==> src/design/ssf_params.svh <==
// constants for the sensor status flag register
`ifndef SSF_PARAMS_SVH
`define SSF_PARAMS_SVH
`define SSF_STATUS_ADDR 8'h18
`define SSF_CHAN_HI 15
`define SSF_CHAN_LO 14
`define SSF_BIT_UR 13
`define SSF_BIT_OR 12
`define SSF_BIT_WD 11
`define SSF_BIT_AH 10
`define SSF_BIT_AL 9
`define SSF_BIT_ZC 8
`define SSF_BIT_RESULT_READY_FLAG 6
`define SSF_EN_UR 7
`define SSF_EN_OR 6
`define SSF_EN_WD 5
`define SSF_EN_AH 4
`define SSF_EN_AL 3
`define SSF_EN_ZC 2
`define SSF_EN_RESULT_READY_FLAG 0
`define SSF_STATUS_RESET 16'h0000
`endif

==> src/design/ssf_pkg.sv <==
// types for the sensor status flag register
package ssf_pkg;
  // error event bundle, one bit per error type
  typedef struct packed {
    logic underRange;
    logic overRange;
    logic timeout;
    logic ampHigh;
    logic ampLow;
    logic zeroCount;
  } ssf_err_t;
  // latch state of the error group
  typedef enum logic [0:0] {
    SSF_IDLE = 1'b0,
    SSF_HELD = 1'b1
  } ssf_state_t;
endpackage : ssf_pkg

==> src/design/ssf_pending_if.sv <==
// interface carrying per-channel pending result traffic
`timescale 1ns/1ns
interface ssf_pending_if #(parameter int NCH = 4);
  logic [3:0] convDone; // conversion finished, per channel
  logic [3:0] dataRead; // result word read, per channel
  logic [3:0] pending; // unread result flags
  modport tracker (input convDone, input dataRead, output pending);
  modport owner (output convDone, output dataRead, input pending);
endinterface : ssf_pending_if

==> src/design/ssf_pending_tracker.sv <==
// per-channel unread result flags
`timescale 1ns/1ns
module ssf_pending_tracker #(
  parameter int NCH = 4
) (
  // clock and reset
  input wire logic mclk,
  input wire logic rst,
  // channel traffic
  ssf_pending_if.tracker pif
);
  ////////////////////////////////////////////////////////////////////
  // one flag per channel; set wins over a read in the same cycle
  genvar g;
  generate
    for (g = 0; g < 4; g++) begin : gCh
      logic flag;
      always_ff @(posedge mclk) begin
        if (rst || g >= NCH) begin
          flag <= 1'b0;
        end else if (pif.convDone[g]) begin
          flag <= 1'b1;
        end else if (pif.dataRead[g]) begin
          flag <= 1'b0;
        end
      end
      assign pif.pending[g] = flag;
    end
  endgenerate
endmodule : ssf_pending_tracker

==> src/design/ssf_status_reg.sv <==
// read-clear status word of the inductive sensor converter
`timescale 1ns/1ns
`include "ssf_params.svh"
module ssf_status_reg #(
  parameter int NCH = 4 // 2 or 4 channels
) (
  // clock and reset
  input wire logic mclk,
  input wire logic rst,
  // conversion core events
  input wire ssf_pkg::ssf_err_t errEvent,
  input wire logic [1:0] errChannel,
  input wire logic [3:0] convDone,
  input wire logic sequenceMode,
  input wire logic [3:0] activeChannels,
  // error configuration word
  input wire logic [15:0] errorConfig,
  // register read side
  input wire logic regRead,
  input wire logic [7:0] regAddr,
  input wire logic [3:0] dataRegRead,
  output logic [15:0] statusData,
  output logic interrupt_out_n
);
  ////////////////////////////////////////////////////////////////////
  // decode and qualification
  function automatic logic is_status(input logic [7:0] a);
    return a == `SSF_STATUS_ADDR;
  endfunction : is_status

  logic statusRead; // host read of the status word
  logic [5:0] rawErr; // errors from the core
  logic [5:0] errEn; // report enables
  logic [5:0] qualErr; // enabled errors only
  logic [5:0] errFlags; // latched error flags
  logic [1:0] srcChan; // latched source channel
  logic chanOk; // source channel exists in variant
  logic srcRead; // source channel result read
  logic result_ready_flag; // ready flag
  logic [3:0] seqSeen; // sequence channels completed
  logic [3:0] liveMask; // channels present in variant
  logic [3:0] doneMasked; // completions of live channels
  logic [3:0] next_seqSeen; // sequence accumulation
  logic readyEvent; // qualifying ready event
  ssf_pkg::ssf_state_t errState; // error group held or not

  assign statusRead = regRead && is_status(regAddr);
  assign liveMask = (NCH > 2) ? 4'hf : 4'h3;
  assign doneMasked = convDone & liveMask;
  assign chanOk = (NCH > 2) || !errChannel[1];
  assign rawErr = {errEvent.underRange, errEvent.overRange, errEvent.timeout,
                   errEvent.ampHigh, errEvent.ampLow, errEvent.zeroCount};
  assign errEn = {errorConfig[`SSF_EN_UR], errorConfig[`SSF_EN_OR], errorConfig[`SSF_EN_WD],
                  errorConfig[`SSF_EN_AH], errorConfig[`SSF_EN_AL], errorConfig[`SSF_EN_ZC]};
  assign qualErr = chanOk ? (rawErr & errEn) : 6'h00;
  assign srcRead = regRead && dataRegRead[srcChan];

  ////////////////////////////////////////////////////////////////////
  // error flags: new error wins over a clearing read
  always_ff @(posedge mclk) begin
    if (rst) begin
      errFlags <= 6'h00;
    end else if (|qualErr) begin
      // merge unless the held group is being released now
      errFlags <= ((statusRead || srcRead) ? 6'h00 : errFlags) | qualErr;
    end else if (statusRead || srcRead) begin
      errFlags <= 6'h00;
    end
  end

  // source channel tracks the latest reported error
  always_ff @(posedge mclk) begin
    if (rst) begin
      srcChan <= 2'h0;
    end else if (|qualErr) begin
      srcChan <= errChannel;
    end else if (statusRead || srcRead) begin
      srcChan <= 2'h0;
    end
  end

  // held state of the error group
  always_ff @(posedge mclk) begin
    if (rst) begin
      errState <= ssf_pkg::SSF_IDLE;
    end else begin
      case (errState)
        ssf_pkg::SSF_IDLE: if (|qualErr) errState <= ssf_pkg::SSF_HELD;
        ssf_pkg::SSF_HELD: if ((statusRead || srcRead) && !(|qualErr)) errState <= ssf_pkg::SSF_IDLE;
        default: errState <= ssf_pkg::SSF_IDLE;
      endcase
    end
  end

  ////////////////////////////////////////////////////////////////////
  // data ready: per conversion, or once per full sequence
  always_comb begin
    next_seqSeen = seqSeen | doneMasked;
    readyEvent = 1'b0;
    if (!sequenceMode) begin
      readyEvent = |doneMasked;
    end else if ((next_seqSeen & activeChannels & liveMask) == (activeChannels & liveMask)
                 && |(activeChannels & liveMask)) begin
      readyEvent = 1'b1;
      next_seqSeen = 4'h0;
    end
  end

  always_ff @(posedge mclk) begin
    if (rst || !sequenceMode) begin
      seqSeen <= 4'h0;
    end else begin
      seqSeen <= next_seqSeen;
    end
  end

  always_ff @(posedge mclk) begin
    if (rst) begin
      result_ready_flag <= 1'b0;
    end else if (readyEvent && errorConfig[`SSF_EN_RESULT_READY_FLAG]) begin
      result_ready_flag <= 1'b1;
    end else if (statusRead) begin
      result_ready_flag <= 1'b0;
    end
  end

  ////////////////////////////////////////////////////////////////////
  // unread flags
  ssf_pending_if #(.NCH(NCH)) pend ();
  assign pend.convDone = doneMasked;
  assign pend.dataRead = regRead ? dataRegRead : 4'h0;
  ssf_pending_tracker #(.NCH(NCH)) uPending (
    .mclk(mclk),
    .rst(rst),
    .pif(pend.tracker)
  );

  ////////////////////////////////////////////////////////////////////
  // status word image, registered
  always_ff @(posedge mclk) begin
    if (rst) begin
      statusData <= `SSF_STATUS_RESET;
    end else begin
      statusData <= {srcChan, errFlags, 1'b0, result_ready_flag, 2'b00,
                     pend.pending[0], pend.pending[1], pend.pending[2], pend.pending[3]};
    end
  end

  // interrupt low while any error flag or the ready flag stands; unread flags do not drive it
  always_ff @(posedge mclk) begin
    if (rst) begin
      interrupt_out_n <= 1'b1;
    end else begin
      interrupt_out_n <= !((|errFlags) || result_ready_flag);
    end
  end

  ////////////////////////////////////////////////////////////////////
  // checks
  property p_err_latch;
    @(posedge mclk) disable iff (rst) (errEvent.underRange && errorConfig[`SSF_EN_UR] && chanOk)
      |=> errFlags[5] ##1 statusData[`SSF_BIT_UR];
  endproperty
  a_err_latch: assert property (p_err_latch) else $error("under-range not latched");
  property p_masked;
    @(posedge mclk) disable iff (rst) (!errorConfig[`SSF_EN_ZC] && !errFlags[0]) |=> !errFlags[0];
  endproperty
  a_masked: assert property (p_masked) else $error("masked zero count reported");
  property p_clear;
    @(posedge mclk) disable iff (rst) (statusRead && !(|qualErr)) |=> (errFlags == 6'h00);
  endproperty
  a_clear: assert property (p_clear) else $error("status read did not clear errors");
  property p_hold;
    @(posedge mclk) disable iff (rst) (!statusRead && !srcRead && !(|qualErr)) |=> $stable(errFlags) && $stable(srcChan);
  endproperty
  a_hold: assert property (p_hold) else $error("error group changed without cause");
  property p_chan;
    @(posedge mclk) disable iff (rst) (|qualErr) |=> ##1 statusData[15:14] == $past(errChannel, 2);
  endproperty
  a_chan: assert property (p_chan) else $error("wrong source channel");
  property p_rsvd;
    @(posedge mclk) disable iff (rst) statusData[7] == 1'b0 && statusData[5:4] == 2'b00;
  endproperty
  a_rsvd: assert property (p_rsvd) else $error("reserved bits set");
  property p_result_ready_flag_en;
    @(posedge mclk) disable iff (rst) (!errorConfig[`SSF_EN_RESULT_READY_FLAG] && !result_ready_flag) |=> !result_ready_flag;
  endproperty
  a_result_ready_flag_en: assert property (p_result_ready_flag_en) else $error("ready set while disabled");
  property p_result_ready_flag_clr;
    @(posedge mclk) disable iff (rst) (statusRead && !readyEvent) |=> !result_ready_flag;
  endproperty
  a_result_ready_flag_clr: assert property (p_result_ready_flag_clr) else $error("ready not cleared by read");
  property p_pend;
    @(posedge mclk) disable iff (rst) doneMasked[0] |=> pend.pending[0] ##1 statusData[3];
  endproperty
  a_pend: assert property (p_pend) else $error("unread flag not set");
  property p_var;
    @(posedge mclk) disable iff (rst) (NCH == 2) |-> statusData[1:0] == 2'b00;
  endproperty
  a_var: assert property (p_var) else $error("absent channel reported");
  c_err: cover property (@(posedge mclk) disable iff (rst) (|qualErr) ##1 statusRead);
  c_seq: cover property (@(posedge mclk) disable iff (rst) sequenceMode && readyEvent);
  c_src: cover property (@(posedge mclk) disable iff (rst) errState == ssf_pkg::SSF_HELD && srcRead);
endmodule : ssf_status_reg

==> config.mk <==
export PLATFORM = sky130hd
export DESIGN_NAME = ssf_status_reg
export DESIGN_NICKNAME = d
export VERILOG_FILES = /design/src/design/ssf_pkg.sv /design/src/design/ssf_pending_if.sv /design/src/design/ssf_pending_tracker.sv /design/src/design/ssf_status_reg.sv
export VERILOG_INCLUDE_DIRS = /design/src /design/src/design
export SDC_FILE = /design/constraint.sdc
export NUM_CORES = 1
export LEC_CHECK = 0
export BUFFER_PORTS_ARGS = -buffer_cell sky130_fd_sc_hd__buf_2
export CAP_MARGIN = 20
export CELL_PAD_IN_SITES_DETAIL_PLACEMENT = 0
export CELL_PAD_IN_SITES_GLOBAL_PLACEMENT = 1
export CORE_ASPECT_RATIO = 0.75
export CORE_MARGIN = 2
export CORE_UTILIZATION = 27
export DETAILED_ROUTE_END_ITERATION = 6
export GPL_TIMING_DRIVEN = 0
export PLACE_DENSITY_LB_ADDON = 0.15
export SYNTH_ARGS = -nofsm -noshare
export SYNTH_HDL_FRONTEND = slang
export SYNTH_SLANG_ARGS = --single-unit
==> constraint.sdc <==
create_clock -name mclk -period 1.35 [get_ports mclk]
set_clock_uncertainty 0.2 [all_clocks]
set_input_delay 0.2025 -clock mclk [delete_from_list [all_inputs] [get_ports mclk]]
set_output_delay 0.2025 -clock mclk [all_outputs]
set_load 0.005 [all_outputs]
After elaboration in Yosys (flattened, before gate mapping)
Index checks and enable logic that the tools add are counted.
Storage, ports and cells
  bits in registers: 34
  output and inout port bits: 17
Cells by class
  muxes and demuxes: 21
  reductions and logical operators: 19
  eq/ne operators: 2
  order comparisons: 1
  bitwise operators: 4
Operator list (number)
  $mux W1: 13
  $mux W4: 3
  $mux W6: 2
  $reduce_bool A2 Y1: 6
  $reduce_or A6 Y1: 2
  $eq A8 B5 Y1 const B: 1
  $reduce_or A4 Y1: 2
  $and A6 B6 Y6: 1
  $or A6 B6 Y6: 1
  $and A4 B4 Y4: 1
  $eq A4 B4 Y1: 1
  $logic_and A1 B1 Y1: 4
  $mux W2: 2
  $or A4 B4 Y4: 1
  $logic_or A1 B1 Y1: 3
  $lt A2 B3 Y1 const B: 1
  $bmux W1 S2: 1
  $logic_not A1 Y1: 2

Logic depth before layout (Yosys ltp)
Gate-level depths: netlist of run 1.
  depth in word-level cells: 8
  gate-level depth with buffers: 4
  depth with buffers taken out: 4

Modules after synthesis
A second synthesis of run 1 with hierarchy kept.
Unflattened totals
  cell total of the unflattened synthesis: 111
  area total of the unflattened synthesis: 1161.1 µm²
Modules (own cells, without submodules)
  ssf_status_reg: cells each 91, times used 1, area an instance 991.0 µm²
  ssf_pending_tracker: cells each 20, times used 1, area an instance 170.2 µm²

Least setup slack after synthesis of run 1
No wires, ideal clock.
  path kind: register to register
  start point: register srcChan[0]
  end point: register errFlags[0]
  stages on the path, launching flop included: 4
  path buffers: 0
  path slack: -0.145 ns
  data arrival time: 1.234 ns
  setup time: 0.061 ns
  data required time: 1.089 ns
  cells stage by stage: dfxtp_1 > mux2_2 > a311oi_4 > a32o_1
Between the ends
  longest elaborated chain between the ends: 7
Ends and longest elaborated chain
  start, declared: line ssf_status_reg.sv:36  | logic [1:0] srcChan;
  start signal, assigned: line ssf_status_reg.sv:76  | srcChan <= errChannel;
  $bmux W1 S2 *: line ssf_status_reg.sv:56  | assign srcRead = regRead && dataRegRead[srcChan];
  $mux W1 (implied by the code) *: line ssf_status_reg.sv:56
  $logic_and A1 B1 Y1 *: line ssf_status_reg.sv:56
  $logic_or A1 B1 Y1 *
  $mux W6 *
  $or A6 B6 Y6: line ssf_status_reg.sv:65  | errFlags <= ((statusRead || srcRead) ? 6'h00 : errFlags) | qualErr;
  $mux W6 *: line ssf_status_reg.sv:63  | end else if (|qualErr) begin
  end signal, assigned: line ssf_status_reg.sv:65
  end, declared: line ssf_status_reg.sv:35  | logic [5:0] errFlags;
Mark *: on every way between the ends. The rest lies on a longest branch, timed or not. The select of a mux whose other input is x is not followed.
A chain may end at the register's enable or synchronous reset.

Worst setup path in the final report of run 1
  start point: register srcChan[0]
  end point: register errFlags[5]
The elaborated chain is that of the path after synthesis.

==> results of run 1 <==
tightest hold or removal path: stages:
cell and delay [ps]:
buf_2 110, a21oi_1 40, nor2_1 70
sequential cells by signal, indices dropped and copies added (netlist names):
name,flops
interrupt_out_n,1
statusData,13
errFlags,6
uPending.gCh.flag,4
srcChan,2
seqSeen,4
result_ready_flag,1
cell families (layout without fill, tap and decap cells):
logic type | Yosys count | in the layout | synth area share
mux | 2 | 2 | 0.0188
buf+inv | 7 | 82 | 0.0331
other cells | 1 | 3 | 0.00331
compound gates | 23 | 23 | 0.173
flops | 31 | 31 | 0.547
simple gates | 47 | 47 | 0.224
per-stage QoR:
stage | total power, mW | TNS (ps) | util | cells
global placement | 1.26 | -2900 | 0.364 | 220
floorplan | 1.14 | -224 | - | 113
finish | 2.21 | -856 | 0.437 | 243
detailed placement | 1.26 | -3150 | 0.364 | 220
CTS | 2.23 | -1560 | 0.435 | 244
global route | 2.32 | -1350 | 0.437 | 243
synth_stat cells, drive strengths merged:
master / number
o21ai: 2
clkinv: 1
mux2i: 1
inv: 1
nand2: 8
or4: 2
nor4b: 1
a21oi: 5
and4b: 1
o211ai: 1
nor4: 1
nor3b: 3
a41o: 1
o41ai: 1
dfxtp: 31
o2bb2ai: 2
nor2: 17
mux2: 1
a311oi: 1
clkbuf: 2
a211o: 1
a21o: 1
a32o: 6
nand4: 1
buf: 3
a22oi: 2
conb: 1
nor2b: 13
cells in the final DEF (no fill, tap or decap), types with 2 or more instances in the layout:
cell type	count
conb_1	3
a22oi_1	2
o2bb2ai_1	2
buf_4	4
nor2_1	12
nor2b_1	13
dlygate4sd3_1	14
buf_2	52
nand2_1	8
a21oi_1	5
clkbuf_1	2
nor2_2	5
nor3b_1	3
dfxtp_1	29
a32o_1	6
clkbuf_8	6
repair_timing:
item	in CTS	in global routing
setup endpoints to repair	11	14
pin swaps	3	5
buffers inserted	1	0
hold endpoints to repair	11	0
gates resized for setup	2	8
hold buffers	15	0
layer usage:
layer / share of wire / wire [microns]
met2: 0.45 / 1230
met5: 0 / 0
met1: 0.48 / 1320
met3: 0.070 / 192
met4: 0.0047 / 13
path summary, 6_finish.rpt:
kind,endpoint,slack (ps),cells after the start,startpoint
min reg2reg,interrupt_out_n,260,1,result_ready_flag
max reg2reg,errFlags[5],-150,3,srcChan[0]
max,errFlags[5],-150,3,srcChan[0]
min,uPending.gCh[2].flag,-20,3,convDone[2]
power groups by stage:
stage | Combinational (mW) | Clock, mW | Sequential, mW
3_5_place_dp | 0.239 | 0 | 1.02
2_1_floorplan | 0.120 | 0 | 1.02
6_report | 0.283 | 0.922 | 1.00
3_3_place_gp | 0.236 | 0 | 1.02
4_1_cts | 0.281 | 0.944 | 1.00
5_1_grt | 0.315 | 0.991 | 1.01
area by class of cell:
type | instances | area share
Buffer | 5 | 0.0169
Multi-Input combinational cell | 75 | 0.290
Sequential cell | 31 | 0.353
Clock inverter | 2 | 0.0198
Timing Repair Buffer | 67 | 0.230
Inverter | 2 | 0.00424
Clock buffer | 6 | 0.0466
Tap cell | 55 | 0.0388
==> summary.txt, run 1 <==
Clock tree
  – Clock sink count: 31
  – Inserted Clock Buffers: 5
  – CTS Buffer Depth: 2
  – H-tree Lvls: 2
  – CTS root buf: clkbuf_8
  – Worst-Skew Late Latency: 280 ps
  – Clock transition at path regs: ~60 ps
  – CTS tree: built

Detailed routing
  – Routed via count: ~1100
  – Router iterations before antenna repair: 4
  – Avg WL per Cell: 11.3 microns
  – Via density per instance: 4.38
  – DRC: 0
  – Starting DRT DRC Count: 19
  – Antenna Nets Post-Route: 0
  – Final wirelength: 2.75 mm

Global routing
  – Number of global-route vias before repair: 987
  – First-pass GRT wire length: between 4 and 5 mm
  – GRT met3 Usage: 0.0408
  – Met1 Resource Use GR: 0.170
  – Grt met2 use: 0.187
  – GRT Util Overall: 0.129
  – Grt peak-use layer: met2
  – Largest net degree at the start of global routing: 11
  – Grt total ovfl: 0
  – Antenna violations before repair: 0

Cells and area
  – Fillers: around 420
  – Share of cells above drive strength 1: 0.415
  – Final Cell Area: roughly 0.0018 sq mm
  – Synth-to-layout area growth: 56.3%
  – Register area: 626 sq um
  – Final nets: about 240
  – Multi-input logic area: 514 sq um
  – Ant diodes: 0

Placement
  – Port Buffer Count: 52
  – Gpl congestion: around 0.76
  – Dpl cell area: around 0.0015 sq mm
  – Pre-CTS setup slack: -191 ps
  – Post-detail-place hpwl: 2.08 mm

Yosys
  – Synthesized area: 0.00113 sq mm
  – Synth Register Bits: 31
  – Sequential share of the synthesized area: 0.547
  – Synth top area share: 0.547
  – Post-synthesis cell count: 111
  – Mean Syn Cell Area: 10.2 sq um
  – Syn. warnings: 0
  – Largest cells by area after synthesis: dfxtp_1, nor2b_1, nor2_1, a32o_1, nand2_1
  – Synth area leader: dfxtp_1
  – Netlist cell types: 29

Floorplanning
  – Die width: 78.8 microns
  – Area of the core: 0.00405 sq mm
  – Top-Level Pins: 65
  – Initial core utilization: 0.280
  – Die height: approximately 60 microns
  – Row cnt: 20
  – Total die area: around 0.0047 sq mm

Critical path
  – CP startpoint kind: flop
  – Critical Path Fanout Max: 6
  – WS Path Type: flop to flop
  – Crit path DAT: 1520 ps
  – CP max stage delay: 390 ps
  – Slowest cell on crit path: a311oi_4
  – CP endpoint kind: flop
  – Largest delay share family, worst path: compound AO/OA/AOI/OAI gates
  – WP buf/inv: 0
  – Crit-path cells: mux2_4, a311oi_4, a32o_1
  – Crit path required time: 1370 ps

STA
  – Final hold viol count: 2
  – Max Freq: 666 MHz
  – Tcrit/Tclk final: 1.11
  – Minimum clock period: 1500 ps
  – Final setup fails: 6
  – Max Slew Vio Count: 0
  – Final WS setup: -152 ps
  – WHS: -17.8 ps
  – RSZ-0062 raised after global routing: true

Status
  – Status: finished, violations left
  – Failing checks: hold timing, setup timing

Pwr
  – Clock power share: 0.417
  – Flop pwr share: 0.454
  – P_leak: 0.806 nW
  – Internal power: 1.73 mW
  – Psw: 0.476 mW
  – PwrDens: 1250 mW/mm^2
  – Switch share: 0.216
  – Logic pwr share: 0.128
  – Worst vdd ir: 0.000443 V

Hold path
  – Hold crit path type: input port to flop

Job
  – MaxCap Viol Count: 0
No activity file was read; power rests on OpenSTA's default activity.
==> run 2: changes to the inputs <==
HOLD_SLACK_MARGIN = 0.08   (was not set)
==> summary.txt, run 2 (same netlist as run 1, synthesis figures left out) <==
Placement
  – Port Buffer Count: 52 (unchanged)
  – Post-detail-place hpwl: 2.08 mm (unchanged)
  – Gpl congestion: 0.762 (unchanged)
  – Pre-CTS setup slack: -191 ps (unchanged)
  – Dpl cells: 220 (unchanged)

Critical path
  – Crit-path cells: mux2_4, a311oi_4, a32o_1 (unchanged)
  – Worst r2r src: srcChan[0] (unchanged)
  – R2r endpoint: errFlags[5] (unchanged)
  – Crit path required time: 1370 ps (about the same)
  – WS Path Type: flop to flop (unchanged)
  – Critical Path Fanout Max: 6 (unchanged)
  – CP max stage delay: 390 ps (about the same)
  – Largest delay share family, worst path: compound AO/OA/AOI/OAI gates (unchanged)
  – R2R depth: 3 (unchanged)
  – CP endpoint kind: flop (unchanged)
  – CP startpoint kind: flop (unchanged)
  – R2r setup slk: -160 ps (was -150 ps)
  – Slowest cell on crit path: a311oi_4 (unchanged)
  – Crit path DAT: 1530 ps (was 1520 ps)
  – WP buf/inv: 0 (unchanged)

STA
  – WHS: -8.35 ps (was -17.8 ps)
  – Max Slew Vio Count: 0 (unchanged)
  – Max Freq: 660 MHz (was 666 MHz)
  – Final setup fails: 6 (unchanged)
  – Minimum clock period: 1510 ps (was 1500 ps)
  – Tcrit/Tclk final: 1.12 (was 1.11)
  – RSZ-0062 raised after global routing: true (unchanged)
  – Final hold viol count: 1 (was 2)
  – Final WS setup: -165 ps (was -152 ps)

Job
  – MaxCap Viol Count: 0 (unchanged)

Cells and area
  – Commonest non-fill, non-tap cells in the layout: buf_2, dfxtp_1, dlygate4sd3_1 (unchanged)
  – Final nets: 241 (was 235)
  – Synth-to-layout area growth: 62.1% (was 56.3%)
  – Biggest register: statusData (unchanged)
  – Ant diodes: 0 (unchanged)
  – Top Registers: statusData x13, errFlags x6 (unchanged)
  – Share of cells above drive strength 1: 0.412 (was 0.415)
  – Most common cell after layout, fill and taps aside: buf_2 (unchanged)
  – Post-Layout Cell Count: 249 (was 243)
  – Max reg flops: 13 (unchanged)

Hold path
  – HP Start: convDone[2] (unchanged)
  – Hold crit path type: input port to flop (unchanged)
  – Hold path endpoint: uPending.gCh[2].flag (unchanged)
  – Hold path cells: 3 (unchanged)

Clock tree
  – CTS Hold Bufs: 21 (was 15)
  – CTS root buf: clkbuf_8 (unchanged)
  – CTS tree: built (unchanged)
  – Clock transition at path regs: 60 ps (about the same)
  – Clock sink count: 31 (unchanged)
  – Inserted Clock Buffers: 5 (unchanged)
  – H-tree Lvls: 2 (unchanged)
  – CTS Buffer Depth: 2 (unchanged)
  – Worst-Skew Late Latency: 280 ps (about the same)

Pwr
  – P_leak: 0.828 nW (was 0.806 nW)
  – PwrDens: 1210 mW/mm^2 (was 1250 mW/mm^2)
  – Worst vdd ir: 0.000519 V (was 0.000443 V)

Floorplanning
  – Top-Level Pins: 65 (unchanged)
  – Die width: 78.8 microns (unchanged)
  – Total die area: 0.00474 sq mm (unchanged)
  – Area of the core: 0.00405 sq mm (unchanged)
  – Initial core utilization: 0.280 (unchanged)
  – Die height: 60.1 microns (unchanged)
  – Row cnt: 20 (unchanged)

Detailed routing
  – Wire length on met2: 1.37 mm (was 1.23 mm)
  – Antenna Nets Post-Route: 0 (unchanged)
  – Final wirelength: 2.92 mm (was 2.75 mm)
  – DR top layer: met3 (was met4)
  – Met1 wire length: 1.38 mm (was 1.32 mm)
  – Router iterations before antenna repair: 4 (unchanged)
  – Via density per instance: 4.42 (was 4.38)
  – DRC: 0 (unchanged)
  – Avg WL per Cell: 11.7 microns (was 11.3 microns)
  – Met3 WL: 158 microns (was 192 microns)
  – Starting DRT DRC Count: 14 (was 19)
  – Routed via count: 1100 (was 1064)

Global routing
  – Grt total ovfl: 0 (unchanged)
  – Number of global-route vias before repair: 1034 (was 987)
  – Antenna violations before repair: 0 (unchanged)
  – First-pass GRT wire length: 4.73 mm (was 4.48 mm)
  – GRT Util Overall: 0.136 (was 0.129)
  – Largest net degree at the start of global routing: 11 (unchanged)

Status
  – Status: finished, violations left (unchanged)
  – Failing checks: hold timing, setup timing (unchanged)
## run 2: area by class of cell
| type | count | area, sq um |
|---|---|---|
| plain buffers | 5 | 30.0 |
| clock buffers | 6 | 82.6 |
| clock inverters | 2 | 35.0 |
| fillers | 431 | 2220 |
| inverters | 2 | 7.51 |
| multi-input cells | 75 | 520 |
| flip-flops and latches | 31 | 626 |
| well taps | 55 | 68.8 |
| repair buffers | 73 | 468 |
## run 2: metal layers
layer / vias up / track usage
li1: 554 / -
met1: 504 / 0.177
met2: 42 / 0.204
met3: 0 / 0.0408
met4: 0 / 0.0739
met5: - / 0
## run 2: through the flow
step / hold WS [ps] / utilization / total power [mW] / TNS (ps) / instance area, sq um
2_1_floorplan: 120 / - / 1.14 / -224 / 1150
3_3_place_gp: 251 / 0.364 / 1.26 / -2900 / 1480
3_5_place_dp: 242 / 0.364 / 1.26 / -3150 / 1480
4_1_cts: 80.7 / 0.449 / 2.24 / -1560 / 1820
5_1_grt: 33.6 / 0.453 / 2.34 / -1410 / 1840
6_report: -8.35 / 0.453 / 2.22 / -943 / 1840
## run 2: power by group
| part | leakage, nW | internal, mW | switching (mW) | total (mW) |
|---|---|---|---|---|
| clock | 0.0612 | 0.596 | 0.321 | 0.917 |
| combinational | 0.509 | 0.176 | 0.127 | 0.303 |
| sequential | 0.257 | 0.974 | 0.0300 | 1.00 |
| total | 0.828 | 1.75 | 0.478 | 2.22 |
## run 2: worst max path at each step
| stage | to | from | cells after the start |
|---|---|---|---|
| after floorplan | errFlags[0] | srcChan[0] | 3 |
| after global placement | errFlags[1] | rst | 5 |
| after detailed placement | errFlags[5] | regRead | 5 |
| after CTS | errFlags[5] | srcChan[0] | 3 |
| after global routing | errFlags[3] | srcChan[0] | 3 |
| final | errFlags[5] | srcChan[0] | 3 |
## run 2: timing repair
item,in CTS,in global routing
pin swaps,3,5
endpoints found under the setup margin,11,14
endpoints found under the hold margin,17,2
buffers inserted,1,0
resized for setup,2,10
## run 2: worst reg2reg max path: cells and delay by family (launching register included)
| kind | cells | cell delay [ps] |
|---|---|---|
| multiplexers | 1 | 310 |
| AO/OA/AOI/OAI | 2 | 570 |
| flip-flops | 1 | 370 |
